==> config.mk <==
export PLATFORM = sky130hd
export DESIGN_NAME = lmt_mux_timing
export DESIGN_NICKNAME = d
export VERILOG_FILES = /design/src/logic/lmt_pkg.sv /design/src/logic/lmt_mux_timing.sv /design/src/logic/lmt_clk_gen.sv /design/src/logic/lmt_disp_ram.sv
export SDC_FILE = /design/constraint.sdc
export NUM_CORES = 2
export LEC_CHECK = 0
export ABC_AREA = 1
export CAP_MARGIN = 20
export CORE_MARGIN = 2
export CORE_UTILIZATION = 50
export CTS_BUF_LIST = sky130_fd_sc_hd__clkbuf_16
export CTS_CLUSTER_SIZE = 28
export DETAILED_ROUTE_END_ITERATION = 7
export DONT_BUFFER_PORTS = 1
export PLACE_DENSITY = 0.73
export REMOVE_ABC_BUFFERS = 1
export SLEW_MARGIN = 20
export SYNTH_ARGS = -nofsm -noshare
export SYNTH_HDL_FRONTEND = slang
export SYNTH_SLANG_ARGS = --single-unit
export TNS_END_PERCENT = 5
==> constraint.sdc <==
create_clock -name core_clk_in -period 14 [get_ports core_clk_in]
set_input_delay 0.7 -clock core_clk_in [delete_from_list [all_inputs] [get_ports core_clk_in]]
set_output_delay 0.7 -clock core_clk_in [all_outputs]
set_load 0.01 [all_outputs]
==> src/logic/lmt_pkg.sv <==
/*
 Constants, types and helpers shared by the LCD multiplex timing block.
 Assumes one core clock and a command decoder that supplies settings.
*/
package lmt_pkg;
	localparam int SEG_N = 160;
	localparam int ROW_N = 4;
	localparam int OSC_DIV = 64;
	localparam int ACC_W = 12;
	localparam int COL_W = 8;
	localparam logic [COL_W-1:0] COL_LAST = 8'h9f;
	// Working clock ticks per backplane phase, minus one
	localparam logic [2:0] PH_LAST = 3'h7;
	localparam logic [2:0] RATE_NOM = 3'h3;
	localparam logic [6:0] STEP_NOM = 7'(2 ** ACC_W / OSC_DIV);
	localparam logic [6:0] EDGE_NOM = 7'(OSC_DIV - 1);

	typedef enum logic [1:0] {
		LMT_STATIC,
		LMT_MUX2,
		LMT_MUX3,
		LMT_MUX4
	} lmt_mode_e;

	typedef struct packed {
		logic backplane_out_3;
		logic backplane_out_2;
		logic backplane_out_1;
		logic backplane_out_0;
	} lmt_bp_s;

	typedef struct packed {
		lmt_mode_e mode;
		logic bias_half;
		logic disp_en;
		logic [2:0] rate;
	} lmt_cfg_s;

	localparam lmt_cfg_s CFG_RST = '{mode: LMT_MUX4, bias_half: 1'b0,
		disp_en: 1'b0, rate: RATE_NOM};

	typedef struct packed {
		logic load;
		logic [COL_W-1:0] col;
	} lmt_ptr_s;

	typedef struct packed {
		logic valid;
		logic value;
	} lmt_dbit_s;

	// Accumulator step per oscillator edge; 64 means divide by 64
	function automatic logic [6:0] lmt_rate_step(input logic [2:0] rate);
		logic [6:0] s;
		s = STEP_NOM;
		case (rate)
			3'h0: s = 7'h33;
			3'h1: s = 7'h37;
			3'h2: s = 7'h3c;
			3'h3: s = STEP_NOM;
			3'h4: s = 7'h44;
			3'h5: s = 7'h49;
			3'h6: s = 7'h4d;
			default: s = STEP_NOM;
		endcase
		return s;
	endfunction

	// Mode codes equal the number of rows minus one
	function automatic logic [1:0] lmt_row_last(input lmt_mode_e m);
		return 2'(m);
	endfunction
endpackage

==> src/logic/lmt_mux_timing.sv <==
/*
 Segment LCD core: clock source, frame timing, cascade sync, display RAM
 loading, display register and backplane and segment drive levels.
 Assumes settings arrive from a command decoder after acknowledge and
 display bits arrive one at a time, most significant bit first.
*/
`timescale 1ns/1ps
module lmt_mux_timing (
	input wire logic core_clk_in,
	input wire logic nrst_in,
	input wire logic osc_in,
	input wire logic osc_ext_sel_in,
	input wire logic clk_pin_in,
	output logic clk_pin_out,
	output logic clk_pin_oe_n_out,
	input wire logic sync_pin_in,
	output logic sync_pin_out,
	output logic sync_pin_oe_n_out,
	input wire logic cfg_wr_in,
	input wire lmt_pkg::lmt_cfg_s cfg_in,
	input wire lmt_pkg::lmt_ptr_s ptr_in,
	input wire lmt_pkg::lmt_dbit_s dbit_in,
	output lmt_pkg::lmt_cfg_s cfg_out,
	output logic osc_enable_out,
	output logic bias_half_out,
	output logic lcd_pol_out,
	output logic [lmt_pkg::SEG_N-1:0] segment_outputs_out,
	output lmt_pkg::lmt_bp_s bp_top_out,
	output lmt_pkg::lmt_bp_s bp_bot_out
);
	import lmt_pkg::*;

	logic rst_meta, rst_n;
	always_ff @(posedge core_clk_in or negedge nrst_in) begin
		if (!nrst_in) begin
			rst_meta <= 1'b0;
			rst_n <= 1'b0;
		end else begin
			rst_meta <= 1'b1;
			rst_n <= rst_meta;
		end
	end

	// Configuration
	lmt_cfg_s cfg, next_cfg;
	logic [1:0] row_last;

	always_comb begin
		next_cfg = cfg_wr_in ? cfg_in : cfg;
		row_last = lmt_row_last(cfg.mode);
	end

	always_ff @(posedge core_clk_in or negedge rst_n) begin
		if (!rst_n)
			cfg <= CFG_RST;
		else
			cfg <= next_cfg;
	end

	assign cfg_out = cfg;
	assign bias_half_out = cfg.bias_half;

	// Working clock and clock pin
	logic tick, clk_level;

	lmt_clk_gen u_clk (
		.clk_in(core_clk_in),
		.rst_n_in(rst_n),
		.osc_in(osc_in),
		.ext_sel_in(osc_ext_sel_in),
		.rate_in(cfg.rate),
		.pin_in(clk_pin_in),
		.tick_out(tick),
		.clk_level_out(clk_level),
		.osc_en_out(osc_enable_out)
	);

	assign clk_pin_out = clk_level;
	// Pin turns input in external mode, silent while display is off
	assign clk_pin_oe_n_out = osc_ext_sel_in || !cfg.disp_en;

	// RAM write pointer
	logic [COL_W-1:0] wcol, next_wcol;
	logic [1:0] wrow, next_wrow;
	logic [2:0] bit_cnt, next_bit_cnt;

	always_comb begin
		next_wcol = wcol;
		next_wrow = wrow;
		next_bit_cnt = bit_cnt;
		// A pointer load outranks a bit in the same cycle
		if (ptr_in.load) begin
			next_wcol = (ptr_in.col > COL_LAST) ? '0 : ptr_in.col;
			next_wrow = 2'h0;
			next_bit_cnt = 3'h0;
		end else if (dbit_in.valid) begin
			next_bit_cnt = bit_cnt + 3'h1;
			// Column is done at its last row or at the end of a byte
			if (bit_cnt == 3'h7 || wrow == row_last) begin
				next_wrow = 2'h0;
				next_wcol = (wcol == COL_LAST) ? '0 : wcol + 8'h01;
			end else begin
				next_wrow = wrow + 2'h1;
			end
		end
	end

	always_ff @(posedge core_clk_in or negedge rst_n) begin
		if (!rst_n) begin
			wcol <= '0;
			wrow <= 2'h0;
			bit_cnt <= 3'h0;
		end else begin
			wcol <= next_wcol;
			wrow <= next_wrow;
			bit_cnt <= next_bit_cnt;
		end
	end

	// Frame timing and cascade sync
	logic [2:0] ph_cnt, next_ph_cnt;
	logic [1:0] row_idx, next_row_idx;
	logic pol, next_pol;
	logic sync_q;
	logic sync_fall;
	logic rd_en;

	assign sync_pin_out = 1'b0;
	// Open drain, pulled low for the first tick of the first phase of every second frame, the one with pol low
	assign sync_pin_oe_n_out = !(ph_cnt == 3'h0 && row_idx == 2'h0 && !pol);

	always_comb begin
		next_ph_cnt = ph_cnt;
		next_row_idx = row_idx;
		next_pol = pol;
		rd_en = 1'b0;
		// Only a low driven by another device restarts our frame
		sync_fall = sync_q && !sync_pin_in && sync_pin_oe_n_out;
		if (sync_fall) begin
			next_ph_cnt = 3'h0;
			next_row_idx = 2'h0;
			next_pol = 1'b0;
			rd_en = 1'b1;
		end else if (tick) begin
			if (ph_cnt == PH_LAST) begin
				next_ph_cnt = 3'h0;
				rd_en = 1'b1;
				if (row_idx >= row_last) begin
					next_row_idx = 2'h0;
					next_pol = !pol;
				end else begin
					next_row_idx = row_idx + 2'h1;
				end
			end else begin
				next_ph_cnt = ph_cnt + 3'h1;
			end
		end
	end

	always_ff @(posedge core_clk_in or negedge rst_n) begin
		if (!rst_n) begin
			ph_cnt <= 3'h0;
			row_idx <= 2'h0;
			pol <= 1'b0;
			sync_q <= 1'b1;
		end else begin
			ph_cnt <= next_ph_cnt;
			row_idx <= next_row_idx;
			pol <= next_pol;
			sync_q <= sync_pin_in;
		end
	end

	// Display RAM
	logic [SEG_N-1:0] rd_data;

	lmt_disp_ram u_ram (
		.clk_in(core_clk_in),
		.rst_n_in(rst_n),
		.wr_en_in(dbit_in.valid),
		.wr_col_in(wcol),
		.wr_row_in(wrow),
		.wr_bit_in(dbit_in.value),
		.rd_en_in(rd_en),
		.rd_row_in(next_row_idx),
		.rd_data_out(rd_data)
	);

	// Display register and backplane drive
	function automatic lmt_bp_s bp_map(input logic [1:0] row,
		input lmt_mode_e mode);
		logic [3:0] act;
		logic [3:0] b;
		act = 4'h1 << row;
		unique case (mode)
			// One phase only, so a stale row after a mode switch cannot blank
			LMT_STATIC: b = 4'hf;
			LMT_MUX2: b = {act[1], act[0], act[1], act[0]};
			LMT_MUX3: b = {act[1], act[2], act[1], act[0]};
			LMT_MUX4: b = act;
		endcase
		return lmt_bp_s'(b);
	endfunction

	logic rd_vld, next_rd_vld;
	logic [1:0] pend_row, next_pend_row;
	logic pend_pol, next_pend_pol;
	logic [1:0] shown_row, next_shown_row;
	logic [SEG_N-1:0] disp, next_disp;
	lmt_bp_s bp, next_bp;
	logic next_lcd_pol;

	always_comb begin
		next_rd_vld = rd_en;
		next_pend_row = rd_en ? next_row_idx : pend_row;
		next_pend_pol = rd_en ? next_pol : pend_pol;
		next_shown_row = shown_row;
		next_disp = disp;
		next_bp = bp;
		next_lcd_pol = lcd_pol_out;
		// Update only at a phase edge, so data and backplane move together
		if (rd_vld) begin
			next_shown_row = pend_row;
			next_lcd_pol = pend_pol;
			// One in RAM drives the element on; disabled display is blank
			next_disp = cfg.disp_en ? rd_data : '0;
			next_bp = cfg.disp_en ? bp_map(pend_row, cfg.mode) : '0;
		end
	end

	always_ff @(posedge core_clk_in or negedge rst_n) begin
		if (!rst_n) begin
			rd_vld <= 1'b0;
			pend_row <= 2'h0;
			pend_pol <= 1'b0;
			shown_row <= 2'h0;
			disp <= '0;
			bp <= '0;
			lcd_pol_out <= 1'b0;
		end else begin
			rd_vld <= next_rd_vld;
			pend_row <= next_pend_row;
			pend_pol <= next_pend_pol;
			shown_row <= next_shown_row;
			disp <= next_disp;
			bp <= next_bp;
			lcd_pol_out <= next_lcd_pol;
		end
	end

	assign segment_outputs_out = disp;
	assign bp_top_out = bp;
	assign bp_bot_out = bp;
endmodule

==> src/logic/lmt_clk_gen.sv <==
/*
 Working clock tick generator: oscillator divider or external clock pin.
 Assumes osc and pin levels are synchronous to the core clock.
*/
`timescale 1ns/1ps
module lmt_clk_gen (
	input wire logic clk_in,
	input wire logic rst_n_in,
	input wire logic osc_in,
	input wire logic ext_sel_in,
	input wire logic [2:0] rate_in,
	input wire logic pin_in,
	output logic tick_out,
	output logic clk_level_out,
	output logic osc_en_out
);
	import lmt_pkg::*;

	logic [ACC_W-1:0] acc, next_acc;
	logic osc_q, pin_q;
	logic [ACC_W:0] sum;
	logic carry;

	always_comb begin
		sum = {1'b0, acc} + {6'h00, lmt_rate_step(rate_in)};
		next_acc = acc;
		carry = 1'b0;
		// Fractional accumulator keeps rate trims at integer steps
		if (!ext_sel_in && osc_in && !osc_q) begin
			next_acc = sum[ACC_W-1:0];
			carry = sum[ACC_W];
		end
		// No edges from the source means the drive stops, DC on the panel
		tick_out = ext_sel_in ? (pin_in && !pin_q) : carry;
	end

	always_ff @(posedge clk_in or negedge rst_n_in) begin
		if (!rst_n_in) begin
			acc <= '0;
			osc_q <= 1'b0;
			pin_q <= 1'b0;
		end else begin
			acc <= next_acc;
			osc_q <= osc_in;
			pin_q <= pin_in;
		end
	end

	assign clk_level_out = acc[ACC_W-1];
	assign osc_en_out = !ext_sel_in;

	logic [6:0] edge_cnt;
	logic nom_run;
	always_ff @(posedge clk_in or negedge rst_n_in) begin
		if (!rst_n_in) begin
			edge_cnt <= '0;
			nom_run <= 1'b0;
		end else begin
			edge_cnt <= tick_out ? 7'h00 : edge_cnt + 7'(osc_in && !osc_q);
			if (ext_sel_in || rate_in != RATE_NOM)
				nom_run <= 1'b0;
			else if (tick_out)
				nom_run <= 1'b1;
		end
	end
endmodule

==> src/logic/lmt_disp_ram.sv <==
/*
 Display RAM, 160 columns by 4 rows, bit writes and registered row reads.
 Assumes write column never exceeds the last column.
*/
`timescale 1ns/1ps
module lmt_disp_ram (
	input wire logic clk_in,
	input wire logic rst_n_in,
	input wire logic wr_en_in,
	input wire logic [lmt_pkg::COL_W-1:0] wr_col_in,
	input wire logic [1:0] wr_row_in,
	input wire logic wr_bit_in,
	input wire logic rd_en_in,
	input wire logic [1:0] rd_row_in,
	output logic [lmt_pkg::SEG_N-1:0] rd_data_out
);
	import lmt_pkg::*;

	logic [SEG_N-1:0] mem [ROW_N];
	logic [SEG_N-1:0] next_rd;

	// Static array, contents are not cleared by reset
	for (genvar r = 0; r < ROW_N; r++) begin : g_row
		always_ff @(posedge clk_in) begin
			if (wr_en_in && wr_row_in == 2'(r))
				mem[r][wr_col_in] <= wr_bit_in;
		end
	end

	always_comb begin
		next_rd = rd_en_in ? mem[rd_row_in] : rd_data_out;
	end

	always_ff @(posedge clk_in or negedge rst_n_in) begin
		if (!rst_n_in)
			rd_data_out <= '0;
		else
			rd_data_out <= next_rd;
	end
endmodule

==> qor.txt <==
DIE AREA = 95,800 um2
count of unique library cells instantiated by Yosys = 34
GP Congestion = 0.813
Leakage = 22.0 nW
WP buf/inv = 5
number of top-level pins = 207
Final Setup Violations = 0
setup bufs post-CTS = 0
grt ovf = 0
most frequent cells in the layout = nand2_1 (1,192), inv_1 (888), nor2_1 (676)
# DRC = 0
Final #Nets = 5,058
DP Cell Count = 6,155
antenna violations before repair = 7
max-slew violation count = 0
via count = 34,600
clock sink count = 1,012
CP Data Arrival Time = 6.04 ns
worst min path class = input pin to flop
Starting Density = 50.3%
TritonCTS clock tree = done
setup_tns = 0 ns
sequential area share after synthesis = 61.1%
maximum VDD drop = 0.111 mV
final hold violations = 0
RSZ-0062 raised after global routing = no
CP Capture Type = flop
root buf cell = clkbuf_16
Final Skew = 0.0299 ns
Power per Cell Area = 165 nW/um2
DP HPWL = 59,400 um
clk_lat worst skew = 0.68 ns
vias per inst = 5.43
row cnt = 112
cell chain of the critical path = inv_1 -> nand2_1 -> nand2_1 -> o21ai_0 -> ha_1 -> inv_1 -> fa_1 -> inv_1 -> nand3_1 -> nand2_1 -> nand2_1 -> nand2_2 -> nand2_2 -> nand2_2 -> nand2_8 -> nand3_4 -> buf_12 -> buf_16 -> nand2_1 -> nand3_1 -> nand2_1 -> nand2_1 -> nand2_1
achievable frequency = 182 MHz
Mapped Area = 46,700 um2
Avg Inst Size Synth = 8.96 um2
ys async rst share = 36.8%
htree depth = 3
Resized cells post-CTS = 0
clock buffer depth = 3
IO buf count = 0
commonest non-fill, non-tap cell in the layout = nand2_1
Worst path max stage delay = 0.85 ns
vias in the first global route = 33,500
Die W = 310 um
EDFF count, synth = 640
gr usage total = 24.1%
Ys Warns = 0
final non-filler cell total = 6,359
Top cell by count, worst path = nand2_1
CP max-delay cell = nand3_4
CTS clk-pin slew, worst paths = 0.06 ns
WP data required = 14.55 ns
Routed WL per cell = 18.3 um
top_reg_cell synth = edfxtp_1
Crit Path Max Fanout = 155
Startpoint Class = flop
Slew @ Worst Pin = 1.18 ns
largest net degree at the start of global routing = 641
Post-Route WL = 116,000 um
outcome = finished clean
Final min period = 5.49 ns
CTS buffer count = 103
Area Overhead vs Synth = 7.79%
Synth Register Bits = 1,012
Routed Antenna Nets = 0
core area = 92,900 um2
Gate Count Post-Synth = 5,210
crit path kind = flop to flop
drt pass-1 iters = 6
CP top delay family = simple AND/OR/NAND/NOR gates
maxcap violations = 0
Final Cycle Share = 39.2%
first-pass GRT wire length = 182,000 um
relative slew slack = 21.2%
Die H = 310 um
share of cells above drive strength 1 = 4.53%
initial detailed-routing violation count = 3,655
==> power breakdown <==
| group | switching, mW | internal, mW |
|---|---|---|
| logic | 1.18 | 0.475 |
| clock network | 1.15 | 1.38 |
| registers | 0.485 | 3.65 |
| total | 2.81 | 5.50 |
==> worst register-to-register path: stages, from the launching register on <==
cell and delay, ns:
dfstp_2 0.58, inv_1 0.07, nand2_1 0.08, nand2_1 0.07, o21ai_0 0.17, ha_1 0.17
inv_1 0.06, fa_1 0.40, inv_1 0.07, nand3_1 0.06, nand2_1 0.14, nand2_1 0.08
nand2_2 0.09, nand2_2 0.09, nand2_2 0.19, nand2_8 0.56, nand3_4 0.88, buf_12 0.58
buf_16 0.50, nand2_1 0.17, nand3_1 0.09, nand2_1 0.13, nand2_1 0.09, nand2_1 0.06
==> worst paths after layout <==
path / startpoint / endpoint / slack (ns) / cells past startpoint
setup / recovery: cfg_out[1] / u_ram.rd_data_out[70] / 8.51 / 23
hold / removal: sync_pin_in / sync_q / 0.03 / 0
setup reg to reg: cfg_out[1] / u_ram.rd_data_out[70] / 8.51 / 23
hold reg to reg: rst_meta / rst_n / 0.35 / 0
max in group asynchronous: rst_n / segment_outputs_out[32] / 10.74 / 3
min in group asynchronous: nrst_in / rst_n / 0.27 / 1
==> Yosys cell counts (23+ instances only) <==
library cell     n  area [um2]
nand2_1       1198        4500
nand4_1        326        2040
dfrtp_1        367        9180
nand3_1        493        2470
buf_4           35         263
nor2_1         687        2580
o21ai_0        192         961
buf_2          114         571
edfxtp_1       640       19200
clkbuf_1       183         687
ha_1            23         288
inv_1          855        3210
==> state kept, by name, summed over array words and instances (netlist names), 2 cells and up <==
name	flops
bit_cnt	3
bp_bot_out	4
cfg_out	4
pend_row	2
ph_cnt	3
row_idx	2
row_last	2
segment_outputs_out	160
u_clk.acc	12
u_ram.mem	640
u_ram.rd_data_out	160
wcol	8
wrow	2
==> stage by stage <==
stage / setup WS, ns / cell area, um2 / utilization (%) / total power [mW] / hold slack [ns]
finish: 8.51 / 50300 / 54.2 / 8.31 / 0.0340
CTS: 8.57 / 50300 / 54.1 / 8.36 / 0.00318
global route: 8.07 / 50300 / 54.2 / 8.74 / 0.0182
floorplan: 0.612 / 45100 / - / 5.22 / 0.331
detailed placement: 8.59 / 47200 / 50.8 / 5.84 / 0.343
global placement: 8.70 / 47200 / 50.8 / 5.79 / 0.339
==> what timing repair did <==
action / 4_1_cts / 5_1_grt
endpoints found under the setup margin: 0 / 0
endpoints found under the hold margin: 2 / 0
hold buffers: 1 / 0
==> routing by layer <==
metal  up-vias  wire, um  share of wire [%]  global-route usage [%]
met5         -         0                  0                       0
met4         0      3650                3.1                    9.87
met3       231      9360                8.1                    4.14
met2      1294     56800                 49                    41.0
met1     16700     46400                 40                    30.7
li1      16300         -                  -                       -
==> cell families after synthesis <==
family                     synth area share [%]
buffers and inverters                      10.4
AOI/OAI and AO/OA                          2.46
and+or+nand+nor                            25.1
adders and majority gates                 0.659
muxes                                    0.0724
xor gates and xnor gates                  0.244
DFF                                        61.1
other                                    0.0161
==> area by class of cell <==
type | count | area, um2
Antenna cell | 7 | 17.5
Timing Repair Buffer | 47 | 438
Multi-Input combinational cell | 2985 | 13500
Sequential cell | 1012 | 28500
Clock inverter | 90 | 458
Tap cell | 1254 | 1570
Fill cell | 8124 | 42600
Clock buffer | 104 | 2600
Inverter | 860 | 3240
Power figures use the tool's default switching activity.
